## config.mk

```make
export PLATFORM = sky130hd
export DESIGN_NAME = switch_address_vlan_lookup
export DESIGN_NICKNAME = d
export VERILOG_FILES = /design/src/lookup_pkg.sv /design/src/switch_address_vlan_lookup.sv /design/src/vlan_table.sv /design/src/static_mac_table.sv
export SDC_FILE = /design/constraint.sdc
export NUM_CORES = 2
export LEC_CHECK = 0
export BUFFER_PORTS_ARGS = -buffer_cell sky130_fd_sc_hd__buf_2
export CORE_ASPECT_RATIO = 1.75
export CORE_MARGIN = 2
export CORE_UTILIZATION = 45
export DETAILED_ROUTE_END_ITERATION = 16
export PLACE_DENSITY_LB_ADDON = 0.2
export SETUP_SLACK_MARGIN = 0.2
export SLEW_MARGIN = 15
export SYNTH_ARGS = -nofsm -noshare
export SYNTH_HDL_FRONTEND = slang
export SYNTH_SLANG_ARGS = --single-unit
```

## constraint.sdc

```tcl
create_clock -name REF_CLK -period 57.4 [get_ports REF_CLK]
set_input_delay 5.74 -clock REF_CLK [delete_from_list [all_inputs] [get_ports REF_CLK]]
set_output_delay 5.74 -clock REF_CLK [all_outputs]
set_load 0.01 [all_outputs]
```

## src/lookup_pkg.sv

```systemverilog
// Constants shared by the forwarding look-up engine and its two tables.
// Assumes registers are reached by word index; the byte address is four times the index.
package lookup_pkg;

  localparam int NUM_PORTS    = 5;
  localparam int MAC_W        = 48;
  localparam int VID_W        = 12;
  localparam int FG_W         = 4;
  localparam int STATIC_DEPTH = 8;
  localparam int VLAN_DEPTH   = 16;
  localparam int STATIC_W     = 60;
  localparam int VLAN_W       = 22;
  localparam int IND_W        = 72;
  localparam int IND_USED_W   = 69;

  // Register indices.
  localparam logic [6:0] IDX_GLOBAL_CTRL5  = 7'h05;
  localparam logic [6:0] IDX_PORT_VID_BASE = 7'h20;
  localparam logic [6:0] IDX_IND_CTRL      = 7'h6e;
  localparam logic [6:0] IDX_IND_ADDR      = 7'h6f;
  localparam logic [6:0] IDX_IND_DATA_TOP  = 7'h70;
  localparam logic [6:0] IDX_IND_DATA_LOW  = 7'h78;

  // Control fields.
  localparam int         VLAN_MODE_BIT = 7;
  localparam int         CTRL_READ_BIT = 4;
  localparam int         CTRL_TBL_LSB  = 2;
  localparam logic [1:0] TBL_STATIC    = 2'h0;
  localparam logic [1:0] TBL_VLAN      = 2'h1;

  // Static entry fields, write layout, which is also the stored layout.
  localparam int SW_FG_LSB   = 56;
  localparam int SW_USE_FG   = 55;
  localparam int S_OVERRIDE  = 54;
  localparam int S_VALID     = 53;
  localparam int S_PORTS_LSB = 48;

  // VLAN entry fields.
  localparam int V_VALID    = 21;
  localparam int V_MEMB_LSB = 16;
  localparam int V_FG_LSB   = 12;

  // Reset values.
  localparam logic [21:0] VLAN_ENTRY_RESET = 22'h3f0001;
  localparam logic [11:0] PORT_VID_RESET   = 12'h001;
  localparam logic [7:0]  REG_RESET        = 8'h00;
  localparam logic [4:0]  ALL_PORTS        = 5'h1f;

endpackage

```

## src/switch_address_vlan_lookup.sv

```systemverilog
// Forwarding look-up engine with static MAC and VLAN tables behind a Wishbone slave.
// Assumes the dynamic table answers combinationally while DYN_QUERY is high.
//
// Functional notes
// - Destination look-up searches static and dynamic tables.
// - Source look-up uses only the dynamic table.
// - Static destination hit beats dynamic hit.
// - Static entries change only by management writes.
// - Eight static entries, read layout shifted upward.
// - Static write layout: group 59..56, flag 55.
// - Group-qualified or MAC-only static match per entry.
// - Override bit bypasses spanning-tree port disable.
// - Invalid static entries are ignored.
// - Port mask bit per port; all-ones excludes ingress.
// - VLAN table consulted only in VLAN mode.
// - Sixteen VLAN entries of 22 bits.
// - VLAN entries reset valid, all members, ID 1.
// - Untagged or null tag takes port default ID.
// - Unknown VLAN drops packet, no learning.
// - Miss floods VLAN members except ingress.
// - Source miss learns group and source pair.
// - Address-low write launches command; bit4 selects read.
// - Indirect data spans bits 68..0, nine registers.
`timescale 1ns/10ps
module switch_address_vlan_lookup (
  input  wire logic        REF_CLK,      // Core clock, 100 MHz.
  input  wire logic        RST,          // Async reset, high.
  input  wire logic [8:0]  WB_ADR_I,     // Byte address.
  input  wire logic [31:0] WB_DAT_I,     // Write data.
  input  wire logic [3:0]  WB_SEL_I,     // Byte enables.
  input  wire logic        WB_WE_I,      // Write cycle.
  input  wire logic        WB_CYC_I,     // Bus cycle.
  input  wire logic        WB_STB_I,     // Strobe.
  output logic      [31:0] WB_DAT_O,     // Read data.
  output logic             WB_ACK_O,     // Acknowledge.
  input  wire logic        LKP_REQ,      // Look-up request pulse.
  input  wire logic [47:0] LKP_DA,       // Destination address.
  input  wire logic [47:0] LKP_SA,       // Source address.
  input  wire logic        LKP_TAGGED,   // Packet carries a VLAN tag.
  input  wire logic [11:0] LKP_TAG_VID,  // VLAN ID from the tag.
  input  wire logic [2:0]  LKP_PORT,     // Ingress port, 0 is port 1.
  output logic             DYN_QUERY,    // Dynamic table query pulse.
  output logic      [3:0]  DYN_FG,       // Filter group key.
  output logic      [47:0] DYN_DA,       // Destination key.
  output logic      [47:0] DYN_SA,       // Source key.
  input  wire logic        DYN_DA_HIT,   // Dynamic destination hit.
  input  wire logic [4:0]  DYN_DA_PORTS, // Dynamic forwarding ports.
  input  wire logic        DYN_SA_HIT,   // Dynamic source hit.
  output logic             RES_VALID,    // Result pulse.
  output logic      [4:0]  RES_PORTS,    // Forwarding ports.
  output logic             RES_DROP,     // Packet dropped.
  output logic             RES_OVERRIDE, // Spanning-tree bypass.
  output logic             RES_LEARN,    // Learn source into dynamic table.
  output logic      [3:0]  RES_FG,       // Filter group used.
  output logic      [11:0] RES_VID       // VLAN ID assigned.
);

  // ****************************************************************
  // Management registers
  // ****************************************************************
  logic [7:0]                       ctrl5, next_ctrl5;
  logic [7:0]                       ind_ctrl, next_ind_ctrl;
  logic [7:0]                       ind_addr, next_ind_addr;
  logic [lookup_pkg::IND_W-1:0]     ind_data, next_ind_data;
  logic [lookup_pkg::VID_W-1:0]     port_vid      [lookup_pkg::NUM_PORTS];
  logic [lookup_pkg::VID_W-1:0]     next_port_vid [lookup_pkg::NUM_PORTS];
  logic                             rd_pend1, next_rd_pend1;
  logic                             rd_pend2, next_rd_pend2;
  logic [1:0]                       rd_tbl, next_rd_tbl;
  logic [3:0]                       cmd_idx, next_cmd_idx;
  logic [31:0]                      next_dat;
  logic                             next_ack;
  logic                             st_wr_en, vt_wr_en;
  logic [lookup_pkg::STATIC_W-1:0]  st_rd_data;
  logic [lookup_pkg::VLAN_W-1:0]    vt_rd_data;
  logic [6:0]                       idx;
  logic                             trig;
  logic [1:0]                       tbl;
  logic [3:0]                       n_byte;

  // Nine data registers: index 0x78 holds bits 7..0, index 0x70 bits 68..64.
  function automatic logic is_data_idx(input logic [6:0] i);
    return i >= lookup_pkg::IDX_IND_DATA_TOP && i <= lookup_pkg::IDX_IND_DATA_LOW;
  endfunction

  function automatic logic is_vid_idx(input logic [6:0] i);
    return i >= lookup_pkg::IDX_PORT_VID_BASE
        && i < lookup_pkg::IDX_PORT_VID_BASE + 7'(lookup_pkg::NUM_PORTS);
  endfunction

  always_comb begin
    idx           = WB_ADR_I[8:2];
    n_byte        = 4'(lookup_pkg::IDX_IND_DATA_LOW - idx);
    tbl           = ind_ctrl[lookup_pkg::CTRL_TBL_LSB +: 2];
    next_ctrl5    = ctrl5;
    next_ind_ctrl = ind_ctrl;
    next_ind_addr = ind_addr;
    next_ind_data = ind_data;
    next_port_vid = port_vid;
    next_rd_pend1 = 1'b0;
    next_rd_pend2 = rd_pend1;
    next_rd_tbl   = rd_tbl;
    next_cmd_idx  = cmd_idx;
    next_dat      = '0;
    trig          = 1'b0;
    // Holding ack while a table read is in flight keeps stale data unreadable.
    next_ack      = WB_CYC_I && WB_STB_I && !WB_ACK_O && !rd_pend1 && !rd_pend2;
    if (next_ack && !WB_WE_I) begin
      if (idx == lookup_pkg::IDX_GLOBAL_CTRL5) begin
        next_dat[7:0] = ctrl5;
      end else if (idx == lookup_pkg::IDX_IND_CTRL) begin
        next_dat[7:0] = ind_ctrl;
      end else if (idx == lookup_pkg::IDX_IND_ADDR) begin
        next_dat[7:0] = ind_addr;
      end else if (is_data_idx(idx)) begin
        next_dat[7:0] = ind_data[8*n_byte +: 8];
      end else if (is_vid_idx(idx)) begin
        next_dat[lookup_pkg::VID_W-1:0] = port_vid[3'(idx - lookup_pkg::IDX_PORT_VID_BASE)];
      end
    end
    if (next_ack && WB_WE_I && WB_SEL_I[0]) begin
      if (idx == lookup_pkg::IDX_GLOBAL_CTRL5) begin
        next_ctrl5 = WB_DAT_I[7:0];
      end else if (idx == lookup_pkg::IDX_IND_CTRL) begin
        next_ind_ctrl = WB_DAT_I[7:0];
      end else if (idx == lookup_pkg::IDX_IND_ADDR) begin
        next_ind_addr = WB_DAT_I[7:0];
        next_cmd_idx  = WB_DAT_I[3:0];
        trig          = 1'b1;
      end else if (is_data_idx(idx)) begin
        next_ind_data[8*n_byte +: 8] = WB_DAT_I[7:0];
      end else if (is_vid_idx(idx)) begin
        next_port_vid[3'(idx - lookup_pkg::IDX_PORT_VID_BASE)][7:0] = WB_DAT_I[7:0];
      end
    end
    if (next_ack && WB_WE_I && WB_SEL_I[1] && is_vid_idx(idx)) begin
      next_port_vid[3'(idx - lookup_pkg::IDX_PORT_VID_BASE)][11:8] = WB_DAT_I[11:8];
    end
    next_ind_data[lookup_pkg::IND_W-1:lookup_pkg::IND_USED_W] = '0;
    st_wr_en = trig && !ind_ctrl[lookup_pkg::CTRL_READ_BIT] && tbl == lookup_pkg::TBL_STATIC;
    vt_wr_en = trig && !ind_ctrl[lookup_pkg::CTRL_READ_BIT] && tbl == lookup_pkg::TBL_VLAN;
    if (trig && ind_ctrl[lookup_pkg::CTRL_READ_BIT]
        && (tbl == lookup_pkg::TBL_STATIC || tbl == lookup_pkg::TBL_VLAN)) begin
      next_rd_pend1 = 1'b1;
      next_rd_tbl   = tbl;
    end
    if (rd_pend2) begin
      next_ind_data = '0;
      if (rd_tbl == lookup_pkg::TBL_STATIC) begin
        // The read layout inserts a reserved zero at bit 55.
        next_ind_data[60:0] = {st_rd_data[59:55], 1'b0, st_rd_data[54:0]};
      end else begin
        next_ind_data[lookup_pkg::VLAN_W-1:0] = vt_rd_data;
      end
    end
  end

  always_ff @(posedge REF_CLK or posedge RST) begin
    if (RST) begin
      ctrl5    <= lookup_pkg::REG_RESET;
      ind_ctrl <= lookup_pkg::REG_RESET;
      ind_addr <= lookup_pkg::REG_RESET;
      ind_data <= '0;
      for (int i = 0; i < lookup_pkg::NUM_PORTS; i++) begin
        port_vid[i] <= lookup_pkg::PORT_VID_RESET;
      end
      rd_pend1 <= 1'b0;
      rd_pend2 <= 1'b0;
      rd_tbl   <= lookup_pkg::TBL_STATIC;
      cmd_idx  <= '0;
      WB_DAT_O <= '0;
      WB_ACK_O <= 1'b0;
    end else begin
      ctrl5    <= next_ctrl5;
      ind_ctrl <= next_ind_ctrl;
      ind_addr <= next_ind_addr;
      ind_data <= next_ind_data;
      port_vid <= next_port_vid;
      rd_pend1 <= next_rd_pend1;
      rd_pend2 <= next_rd_pend2;
      rd_tbl   <= next_rd_tbl;
      cmd_idx  <= next_cmd_idx;
      WB_DAT_O <= next_dat;
      WB_ACK_O <= next_ack;
    end
  end

  // ****************************************************************
  // Look-up pipeline
  // ****************************************************************
  logic                             s1_v, s2_v, s3_v;
  logic                             next_s1_v, next_s2_v, next_s3_v;
  logic [47:0]                      s1_da, s1_sa, s2_da, s2_sa;
  logic [47:0]                      next_s1_da, next_s1_sa, next_s2_da, next_s2_sa;
  logic [2:0]                       s1_port, s2_port, s3_port;
  logic [2:0]                       next_s1_port, next_s2_port, next_s3_port;
  logic [11:0]                      s1_vid, s2_vid, s3_vid;
  logic [11:0]                      next_s1_vid, next_s2_vid, next_s3_vid;
  logic                             s1_mode, s2_mode;
  logic                             next_s1_mode, next_s2_mode;
  logic                             s3_drop, next_s3_drop;
  logic [4:0]                       s3_memb, next_s3_memb;
  logic [3:0]                       s2_fg, next_dyn_fg;
  logic                             s2_vlan_ok;
  logic                             vt_hit, st_hit, st_override;
  logic [4:0]                       vt_memb, st_ports;
  logic [3:0]                       vt_fg;
  logic                             next_dyn_query;
  logic [47:0]                      next_dyn_da, next_dyn_sa;
  logic                             next_res_valid, next_res_drop, next_res_override;
  logic                             next_res_learn;
  logic [4:0]                       next_res_ports, ingress;
  logic [3:0]                       next_res_fg;
  logic [11:0]                      next_res_vid;

  // An all-ones mask floods every port but the one the packet came in on.
  function automatic logic [4:0] expand_mask(input logic [4:0] m, input logic [4:0] ing);
    return (m == lookup_pkg::ALL_PORTS) ? (lookup_pkg::ALL_PORTS & ~ing) : m;
  endfunction

  always_comb begin
    next_s1_v    = LKP_REQ;
    next_s1_da   = LKP_DA;
    next_s1_sa   = LKP_SA;
    next_s1_port = LKP_PORT;
    next_s1_mode = ctrl5[lookup_pkg::VLAN_MODE_BIT];
    if (LKP_TAGGED && LKP_TAG_VID != '0) begin
      next_s1_vid = LKP_TAG_VID;
    end else if (LKP_PORT < 3'(lookup_pkg::NUM_PORTS)) begin
      next_s1_vid = port_vid[LKP_PORT];
    end else begin
      next_s1_vid = '0;
    end
    next_s2_v    = s1_v;
    next_s2_da   = s1_da;
    next_s2_sa   = s1_sa;
    next_s2_port = s1_port;
    next_s2_vid  = s1_vid;
    next_s2_mode = s1_mode;
    // Outside VLAN mode every packet belongs to one flat domain with group zero.
    s2_vlan_ok   = !s2_mode || vt_hit;
    s2_fg        = s2_mode ? vt_fg : '0;
    next_s3_v    = s2_v;
    next_s3_port = s2_port;
    next_s3_vid  = s2_vid;
    next_s3_drop = !s2_vlan_ok;
    next_s3_memb = s2_mode ? vt_memb : lookup_pkg::ALL_PORTS;
    next_dyn_query = s2_v;
    next_dyn_fg    = s2_fg;
    next_dyn_da    = s2_da;
    next_dyn_sa    = s2_sa;
    ingress        = 5'(5'h01 << s3_port);
    next_res_valid    = s3_v;
    next_res_drop     = s3_drop;
    next_res_fg       = DYN_FG;
    next_res_vid      = s3_vid;
    next_res_override = 1'b0;
    next_res_ports    = '0;
    next_res_learn    = 1'b0;
    if (s3_v && !s3_drop) begin
      if (st_hit) begin
        next_res_ports    = expand_mask(st_ports, ingress);
        next_res_override = st_override;
      end else if (DYN_DA_HIT) begin
        next_res_ports = expand_mask(DYN_DA_PORTS, ingress);
      end else begin
        next_res_ports = s3_memb & ~ingress;
      end
      next_res_learn = !DYN_SA_HIT;
    end
  end

  always_ff @(posedge REF_CLK or posedge RST) begin
    if (RST) begin
      s1_v <= 1'b0; s2_v <= 1'b0; s3_v <= 1'b0;
      s1_da <= '0; s1_sa <= '0; s2_da <= '0; s2_sa <= '0;
      s1_port <= '0; s2_port <= '0; s3_port <= '0;
      s1_vid <= '0; s2_vid <= '0; s3_vid <= '0;
      s1_mode <= 1'b0; s2_mode <= 1'b0;
      s3_drop <= 1'b0; s3_memb <= '0;
      DYN_QUERY <= 1'b0; DYN_FG <= '0; DYN_DA <= '0; DYN_SA <= '0;
      RES_VALID <= 1'b0; RES_PORTS <= '0; RES_DROP <= 1'b0; RES_OVERRIDE <= 1'b0;
      RES_LEARN <= 1'b0; RES_FG <= '0; RES_VID <= '0;
    end else begin
      s1_v <= next_s1_v; s2_v <= next_s2_v; s3_v <= next_s3_v;
      s1_da <= next_s1_da; s1_sa <= next_s1_sa; s2_da <= next_s2_da; s2_sa <= next_s2_sa;
      s1_port <= next_s1_port; s2_port <= next_s2_port; s3_port <= next_s3_port;
      s1_vid <= next_s1_vid; s2_vid <= next_s2_vid; s3_vid <= next_s3_vid;
      s1_mode <= next_s1_mode; s2_mode <= next_s2_mode;
      s3_drop <= next_s3_drop; s3_memb <= next_s3_memb;
      DYN_QUERY <= next_dyn_query; DYN_FG <= next_dyn_fg;
      DYN_DA <= next_dyn_da; DYN_SA <= next_dyn_sa;
      RES_VALID <= next_res_valid; RES_PORTS <= next_res_ports; RES_DROP <= next_res_drop;
      RES_OVERRIDE <= next_res_override; RES_LEARN <= next_res_learn;
      RES_FG <= next_res_fg; RES_VID <= next_res_vid;
    end
  end

  // ****************************************************************
  // Tables
  // ****************************************************************
  static_mac_table #(.DEPTH(lookup_pkg::STATIC_DEPTH)) u_static (
    .clk      (REF_CLK),
    .rst      (RST),
    .wr_en    (st_wr_en),
    // The write lands on the trigger edge, so it must use the index being written.
    .wr_addr  (next_cmd_idx[2:0]),
    .wr_data  (ind_data[lookup_pkg::STATIC_W-1:0]),
    .rd_addr  (cmd_idx[2:0]),
    .rd_data  (st_rd_data),
    .key_fg   (s2_fg),
    .key_mac  (s2_da),
    .hit      (st_hit),
    .ports    (st_ports),
    .override (st_override)
  );

  vlan_table #(.DEPTH(lookup_pkg::VLAN_DEPTH)) u_vlan (
    .clk      (REF_CLK),
    .rst      (RST),
    .wr_en    (vt_wr_en),
    .wr_addr  (next_cmd_idx),
    .wr_data  (ind_data[lookup_pkg::VLAN_W-1:0]),
    .rd_addr  (cmd_idx),
    .rd_data  (vt_rd_data),
    .key_vid  (s1_vid),
    .hit      (vt_hit),
    .memb     (vt_memb),
    .fg       (vt_fg)
  );

endmodule // switch_address_vlan_lookup

```

## src/vlan_table.sv

```systemverilog
// VLAN table: register-backed entries, one write port, a registered read port
// and a registered search by VLAN ID. Assumes a single clock and async reset.
`timescale 1ns/10ps
module vlan_table #(
  parameter int DEPTH = lookup_pkg::VLAN_DEPTH,
  parameter int AW    = $clog2(DEPTH)
) (
  input  wire logic                         clk,     // Core clock.
  input  wire logic                         rst,     // Async reset, high.
  input  wire logic                         wr_en,   // Whole-entry write.
  input  wire logic [AW-1:0]                wr_addr, // Entry written.
  input  wire logic [lookup_pkg::VLAN_W-1:0] wr_data, // Entry value.
  input  wire logic [AW-1:0]                rd_addr, // Entry read.
  output logic      [lookup_pkg::VLAN_W-1:0] rd_data, // Registered entry.
  input  wire logic [lookup_pkg::VID_W-1:0] key_vid, // VLAN ID searched.
  output logic                              hit,     // Valid entry matched.
  output logic      [lookup_pkg::NUM_PORTS-1:0] memb, // Member ports.
  output logic      [lookup_pkg::FG_W-1:0]  fg       // Filter group.
);

  logic [lookup_pkg::VLAN_W-1:0]    mem      [DEPTH];
  logic [lookup_pkg::VLAN_W-1:0]    next_mem [DEPTH];
  logic [lookup_pkg::VLAN_W-1:0]    next_rd_data;
  logic                             next_hit;
  logic [lookup_pkg::NUM_PORTS-1:0] next_memb;
  logic [lookup_pkg::FG_W-1:0]      next_fg;

  always_comb begin
    next_mem = mem;
    if (wr_en) begin
      next_mem[wr_addr] = wr_data;
    end
    next_rd_data = mem[rd_addr];
    next_hit     = 1'b0;
    next_memb    = '0;
    next_fg      = '0;
    // Scanning downward lets the lowest matching entry win.
    for (int i = DEPTH - 1; i >= 0; i--) begin
      if (mem[i][lookup_pkg::V_VALID] && mem[i][lookup_pkg::VID_W-1:0] == key_vid) begin
        next_hit  = 1'b1;
        next_memb = mem[i][lookup_pkg::V_MEMB_LSB +: lookup_pkg::NUM_PORTS];
        next_fg   = mem[i][lookup_pkg::V_FG_LSB +: lookup_pkg::FG_W];
      end
    end
  end

  always_ff @(posedge clk or posedge rst) begin
    if (rst) begin
      for (int i = 0; i < DEPTH; i++) begin
        mem[i] <= lookup_pkg::VLAN_ENTRY_RESET;
      end
      rd_data <= '0;
      hit     <= 1'b0;
      memb    <= '0;
      fg      <= '0;
    end else begin
      mem     <= next_mem;
      rd_data <= next_rd_data;
      hit     <= next_hit;
      memb    <= next_memb;
      fg      <= next_fg;
    end
  end

endmodule // vlan_table

```

## src/static_mac_table.sv

```systemverilog
// Static MAC table: entries held in write layout, a registered read port and a
// registered parallel match. Nothing but the write port ever changes an entry.
`timescale 1ns/10ps
module static_mac_table #(
  parameter int DEPTH = lookup_pkg::STATIC_DEPTH,
  parameter int AW    = $clog2(DEPTH)
) (
  input  wire logic                           clk,      // Core clock.
  input  wire logic                           rst,      // Async reset, high.
  input  wire logic                           wr_en,    // Whole-entry write.
  input  wire logic [AW-1:0]                  wr_addr,  // Entry written.
  input  wire logic [lookup_pkg::STATIC_W-1:0] wr_data, // Entry value.
  input  wire logic [AW-1:0]                  rd_addr,  // Entry read.
  output logic      [lookup_pkg::STATIC_W-1:0] rd_data, // Registered entry.
  input  wire logic [lookup_pkg::FG_W-1:0]    key_fg,   // Filter group key.
  input  wire logic [lookup_pkg::MAC_W-1:0]   key_mac,  // Destination key.
  output logic                                hit,      // Valid entry matched.
  output logic      [lookup_pkg::NUM_PORTS-1:0] ports,  // Forwarding ports.
  output logic                                override  // Spanning-tree bypass.
);

  logic [lookup_pkg::STATIC_W-1:0]  mem      [DEPTH];
  logic [lookup_pkg::STATIC_W-1:0]  next_mem [DEPTH];
  logic [lookup_pkg::STATIC_W-1:0]  next_rd_data;
  logic                             next_hit;
  logic [lookup_pkg::NUM_PORTS-1:0] next_ports;
  logic                             next_override;

  always_comb begin
    next_mem = mem;
    if (wr_en) begin
      next_mem[wr_addr] = wr_data;
    end
    next_rd_data  = mem[rd_addr];
    next_hit      = 1'b0;
    next_ports    = '0;
    next_override = 1'b0;
    for (int i = DEPTH - 1; i >= 0; i--) begin
      if (mem[i][lookup_pkg::S_VALID]
          && mem[i][lookup_pkg::MAC_W-1:0] == key_mac
          && (!mem[i][lookup_pkg::SW_USE_FG]
              || mem[i][lookup_pkg::SW_FG_LSB +: lookup_pkg::FG_W] == key_fg)) begin
        next_hit      = 1'b1;
        next_ports    = mem[i][lookup_pkg::S_PORTS_LSB +: lookup_pkg::NUM_PORTS];
        next_override = mem[i][lookup_pkg::S_OVERRIDE];
      end
    end
  end

  always_ff @(posedge clk or posedge rst) begin
    if (rst) begin
      for (int i = 0; i < DEPTH; i++) begin
        mem[i] <= '0;
      end
      rd_data  <= '0;
      hit      <= 1'b0;
      ports    <= '0;
      override <= 1'b0;
    end else begin
      mem      <= next_mem;
      rd_data  <= next_rd_data;
      hit      <= next_hit;
      ports    <= next_ports;
      override <= next_override;
    end
  end

endmodule // static_mac_table

```

-- Yosys cells after proc, flatten, opt, wreduce, memory -nomap -nowiden
Cells that the tools add are included.
- word-level logic and storage cells: 378
- output and inout bits: 159
- bits of input ports: 170
- bits in registers: 1478
- add/subtract/negate cells: 3
- reduce and logical (&&, ||, !) cells: 89
- bitwise gates (word level): 10
- equal/unequal tests: 41
- $lt $le $gt $ge: 14
- mux-type cells: 143
- shifts and indexed selects: 4
- operators by type and width (kind ; count):
    2-to-1 mux 60 bit ; 10
    bitwise mux 480 bit ; 1
    2-to-1 mux 69 bit ; 6
    == test 48 bit ; 8
    bitwise mux 352 bit ; 1
    == test 12 bit ; 16
    binary-select mux 60 bit (select 3 bit) ; 1
    demux 60 bit (select 3 bit) ; 1
    2-to-1 mux 5 bit ; 30
    bitwise mux 60 bit ; 2
    2-to-1 mux 12 bit ; 9
    2-to-1 mux 4 bit ; 25
    binary-select mux 22 bit (select 4 bit) ; 1
    demux 22 bit (select 4 bit) ; 1
    2-to-1 mux 22 bit ; 4
    binary-select mux 12 bit (select 3 bit) ; 2
    bitwise mux 72 bit ; 1
    demux 12 bit (select 3 bit) ; 2
    variable shift 8 x 34 -> 72 bit (first input constant) ; 1
    indexed part select 72 x 8 -> 8 bit ; 1
    indexed part select 8 x 34 -> 72 bit ; 1
    logical AND 1 bit ; 53
    2-to-1 mux 1 bit ; 40
    2-to-1 mux 8 bit ; 5
    34 further kinds ; 82

-- Logic depth before layout (Yosys ltp)
- word-level depth: 18
- mapped depth: 16
- depth with buffers taken out: 10

-- Cells and area by module
From an unflattened synthesis, not the netlist that was laid out.
- cells, all modules: 4913
- area, all modules: 68660.9 µm²
- by module, submodules not included (module ; area an instance (µm²) ; instances ; sequential area each (µm²) ; cells an instance):
    static_mac_table ; 28334.7 ; 1 ; 13688.1 ; 2050
    vlan_table ; 20530.9 ; 1 ; 9749.4 ; 1521
    switch_address_vlan_lookup ; 19795.2 ; 1 ; 13694.4 ; 1342

-- Least setup slack after synthesis
No wires, ideal clock.
- path kind: input to register
- from: in WB_ADR_I[2]
- to: reg ind_data[0] (netlist bit)
- data required time: 57323 ps
- setup time: 77 ps
- buffers on the path: 5
- arrival time: 9907 ps
- path slack: 47416 ps
- stages: 14
- path through: clkbuf_1 -> clkbuf_1 -> clkinv_1 -> ha_1 -> clkbuf_1 -> clkbuf_1 -> clkbuf_1 -> nor3_1 -> ha_1 -> nor3b_1 -> nand3_1 -> nor3_1 -> a22oi_1 -> a21oi_1
- word-level cells in the longest chain between the ends: 10
- elaborated cells between the ends (all ways): 22
- classes of those cells: add/sub: 2; order compare: 2; eq/ne: 6; shift: 2; mux: 7; reduce/logical: 3
- ends and longest elaborated chain (item ; RTL line ; source):
    from (decl) ; switch_address_vlan_lookup.sv:28 ; input wire logic [8:0] WB_ADR_I,
    subtractor 4 bit ; switch_address_vlan_lookup.sv:93 ; n_byte = 4'(lookup_pkg::IDX_IND_DATA_LOW - idx);
    negation 7 -> 34 bit ; switch_address_vlan_lookup.sv:131 ; next_ind_data[8*n_byte +: 8] = WB_DAT_I[7:0];
    indexed part select 8 x 34 -> 72 bit / variable shift 8 x 34 -> 72 bit (equally long branches) ; switch_address_vlan_lookup.sv:131 ;
    bitwise mux 72 bit ; switch_address_vlan_lookup.sv:131 ;
    2-to-1 mux 69 bit ; switch_address_vlan_lookup.sv:130 ; end else if (is_data_idx(idx)) begin
    2-to-1 mux 69 bit ; switch_address_vlan_lookup.sv:126 ; end else if (idx == lookup_pkg::IDX_IND_ADDR) begin
    2-to-1 mux 69 bit ; switch_address_vlan_lookup.sv:124 ; end else if (idx == lookup_pkg::IDX_IND_CTRL) begin
    2-to-1 mux 69 bit ; switch_address_vlan_lookup.sv:122 ; if (idx == lookup_pkg::IDX_GLOBAL_CTRL5) begin
    2-to-1 mux 69 bit ; switch_address_vlan_lookup.sv:121 ; if (next_ack && WB_WE_I && WB_SEL_I[0]) begin
    2-to-1 mux 69 bit ; switch_address_vlan_lookup.sv:147 ; if (rd_pend2) begin
    to (signal assigned) ; switch_address_vlan_lookup.sv:177 ; ind_data <= next_ind_data;
    to (decl) ; switch_address_vlan_lookup.sv:64 ; logic [lookup_pkg::IND_W-1:0] ind_data, next_ind_data;
Several ways; a longest one is shown, not always the timed one. The select of a mux whose other input is x is not followed.
A chain may end at the register's enable or synchronous reset.

-- Worst setup path after layout
- from: in WB_ADR_I[2]
- to: reg u_static.mem[214] (netlist bit)
- word-level cells in the longest chain between the ends: 11
- elaborated cells between the ends (all ways): 20
- classes of those cells: order compare: 2; eq/ne: 3; mux: 11; bitwise: 1; reduce/logical: 3
- ends and longest elaborated chain (item ; RTL line ; source):
    == test 7 bit ; switch_address_vlan_lookup.sv:126 ;
    2-to-1 mux 4 bit ; switch_address_vlan_lookup.sv:126 ;
    2-to-1 mux 4 bit ; switch_address_vlan_lookup.sv:124 ;
    2-to-1 mux 4 bit (*) ; switch_address_vlan_lookup.sv:122 ;
    2-to-1 mux 4 bit (*) ; switch_address_vlan_lookup.sv:121 ;
    via next_cmd_idx[1] ; switch_address_vlan_lookup.sv:70 ; logic [3:0] cmd_idx, next_cmd_idx;
    NOT 3 -> 4 bit (not written as such) (*) ; static_mac_table.sv:32 ; next_mem[wr_addr] = wr_data;
    >= comparator 4 bit (not written as such) / < comparator 4 x 1 -> 1 bit (equally long branches) ; static_mac_table.sv:32 ;
    logical AND 1 bit (not written as such) ; static_mac_table.sv:32 ;
    2-to-1 mux 60 bit (not written as such) ; static_mac_table.sv:32 ;
    demux 60 bit (select 3 bit) (*) ; static_mac_table.sv:32 ;
    bitwise mux 480 bit (*) ; static_mac_table.sv:32 ;
    to (signal assigned) ; static_mac_table.sv:60 ; mem <= next_mem;
    to (decl) ; static_mac_table.sv:22 ; logic [lookup_pkg::STATIC_W-1:0] mem [DEPTH];
Mark *: on every way through the listed nets, which the timed path passes. The rest lies on a longest branch.

==> reports/results.txt <==
largest net degree at the start of global routing - 156
measured slew at the worst slew-check pin - 1.281 ns
final setup violating endpoints - 0
Detailed Routing Iterations Pass 1 - 6
Worst-Skew Late Latency - 0.81 ns
Max Freq - 97.56 MHz
Net Sw Frac - 0.2335
vias in the first global route - 45.73k
Leakage - 34.83 nW
DRC - 0
Initial Util - 0.4533
Tcrit/Tclk final - 0.1786
WL/cell - 32.59 um
skew final - 0.02199 ns
Core Region - 149800 um^2
Post-Syn Area - 67930 um^2
clock share of power - 0.462
CP Cell Sequence - buf_2 -> buf_4 -> ha_1 -> nor2b_1 -> nand4_2 -> mux2i_1 -> inv_2 -> nor4_4 -> buf_4 -> buf_4 -> mux2_2
post-layout min period - 10.25 ns
ys flop type - dfrtp_1
htree depth - 4
Non-Filler Instances - 7361
max_slew headroom - 0.1323
leading area contributor after synthesis - dfrtp_1
initial antenna violation count - 9
I/O pin total - 329
arrival time at the worst endpoint - 10.93 ns
Routability Congestion - 1.063
ranking of synthesized cells by area - dfrtp_1, mux2_2, mux4_2
share of the synthesized area in the top cell type - 0.5014
Final Core Density - 0.5096
total wire length - 239900 um
ANT nets after route - 0
post-cts hold buffer count - 0
most common cell after layout, fill and taps aside - dfrtp_1
warnings from Yosys - 0
Yosys reg bits - 1478
DIE WIDTH - 297.7 um
Die ar. - 154200 um^2
P_int - 1.668 mW
Worst path max stage delay - 0.81 ns
VDD IR max - 0.00003280 V
post-synthesis average cell area - 13.33 um^2
GRT overflow - 0
# rows - 188
post-synthesis instance total - 5096
register area share after synthesis - 0.5466
most frequent cells in the layout - dfrtp_1, mux2_2, xnor2_1
number of port buffers - 284
Max Slew Vio Count - 0
Sw Pwr - 508.2 uW
number of max-cap violations - 0
Worst Hold Class - flip-flop to flip-flop
Netlist cell types - 76
Total Nets Final - 5428
crit end category - flip-flop
asr flop ratio synth - 1.000
cts repair resizes - 0
Setup Buffers After CTS - 0
dpl cells - 7103
most frequent CP cell - buf_4
Synth-to-Final Area Change - 12.42%
critical path class - input pin to flip-flop
Hold Fails Final Rpt - 0
Seq pwr share - 0.491
starting DRC count in detailed routing - 3897
Worst EP required - 58.08 ns
total number of vias - 44.33k
clock-pin slew on the worst setup and hold paths - 0.07 ns
DP HPWL - 168900 um
RSZ-0062 raised after global routing - false
combinational share of power - 0.047
status - finished, final reports clean
CP max FO - 49
total track usage - 0.3124
share of cells above drive strength 1 - 0.3529
CTS max path bufs - 3
TritonCTS clock tree - done
Root Buffer - clkbuf_16
Clock Sinks - 1478
Power Density - 28.50 nW/um^2
slowest stage cell, crit path - mux2i_1
EDFF count, synth - 0
Worst Setup Start Kind - input pin
setup_tns - 0 ns
first-pass GRT wire length - 342200 um
Die Span Y - 518.0 um
DR vias/cell - 6.023
total CTS buffers - 141
==> metal layers <==
metal | track usage | part of all wire
met1 | 0.3446 | 0.35
met2 | 0.5154 | 0.49
met3 | 0.05454 | 0.055
met4 | 0.2826 | 0.11
met5 | 0 | 0.00024
==> stage by stage <==
stage | hold slack [ns] | area (um^2) | total power [mW] | setup slack, ns
after floorplan | 0.3312 | 68000 | 1.144 | 10.17
after detailed placement | 0.3347 | 71400 | 1.190 | 46.39
final | 0.3374 | 76360 | 2.177 | 47.15
after global placement | 0.3312 | 71400 | 1.189 | 46.48
after global routing | 0.3488 | 76350 | 2.245 | 47.00
after CTS | 0.3385 | 76310 | 2.200 | 47.25
==> kinds of logic (layout without fill, tap and decap cells) <==
logic type,Yosys count,after routing,share of synthesized area
compound gates,580,580,0.05390
simple gates,776,776,0.05749
flops,1478,1478,0.5466
mux,1177,1177,0.2381
other cells,1,27,0.00005521
buf+inv,523,767,0.03113
xor+xnor,554,554,0.07143
fa+ha+maj,7,7,0.001289
==> flip-flops by register name, summed over array words and instances, names as in the netlist, 5 cells and up <==
name / cells
RES_VID: 12
DYN_SA: 48
ind_ctrl: 8
u_vlan.mem: 352
u_static.mem: 480
RES_PORTS: 5
next_s2_sa: 48
ind_addr: 8
next_dyn_da: 48
u_vlan.memb: 5
WB_DAT_O: 12
u_static.ports: 5
next_s2_vid: 12
next_res_vid: 12
next_dyn_sa: 48
s3_memb: 5
u_vlan.rd_data: 22
ind_data: 69
next_s3_vid: 12
next_s2_da: 48
port_vid: 60
u_static.rd_data: 60
ctrl5: 8
DYN_DA: 48
==> area by class of cell <==
cell class	instances	area, um^2
fill	13070	73480
tap	1995	2496
inverter	111	424.2
antenna	7	17.52
timing repair buffer	405	2362
multi-input combinational	3114	29000
sequential	1478	37150
clock buffer	199	4174
clock inverter	52	735.7
==> synthesized netlist by cell type (59+ instances only) <==
cell type  instances
nand3_1           74
xnor2_1          297
dfrtp_1         1361
nand4_1           75
a22oi_1           59
dfstp_2          117
xor2_1           257
a21oi_1          122
clkbuf_1         246
o21ai_0          208
nor2_1           100
nor4_1            91
buf_1             85
inv_1            107
mux4_2           263
mux2_2           813
nand2_1          275
==> power by group through the flow <==
stage / clock network, mW / logic (mW) / registers, mW
2_1_floorplan: 0 / 0.0600 / 1.08
4_1_cts: 1.03 / 0.102 / 1.07
3_5_place_dp: 0 / 0.101 / 1.09
3_3_place_gp: 0 / 0.101 / 1.09
5_1_grt: 1.07 / 0.109 / 1.07
6_report: 1.01 / 0.101 / 1.07
==> worst paths after layout <==
path	from	endpoint	slack, ns	depth (start not counted)
max in group asynchronous	RST	u_vlan.mem[179]	49.07	5
hold / removal	next_s3_vid[10]	next_res_vid[10]	0.34	0
hold reg to reg	next_s3_vid[10]	next_res_vid[10]	0.34	0
setup reg to reg	WB_ACK_O	u_static.mem[214]	52.38	9
min in group asynchronous	RST	next_dyn_da[30]	5.09	2
setup / recovery	WB_ADR_I[2]	u_static.mem[214]	47.15	11
==> worst max-delay path, delay by kind of cell <==
kind / cells / cell delay (ns)
buffers and inverters: 5 / 2.23
multiplexers: 2 / 1.21
AND/OR/NAND/NOR: 3 / 1.09
adder cells (fa/ha/maj): 1 / 0.50
Note: power is estimated with default switching activity, not from simulation.
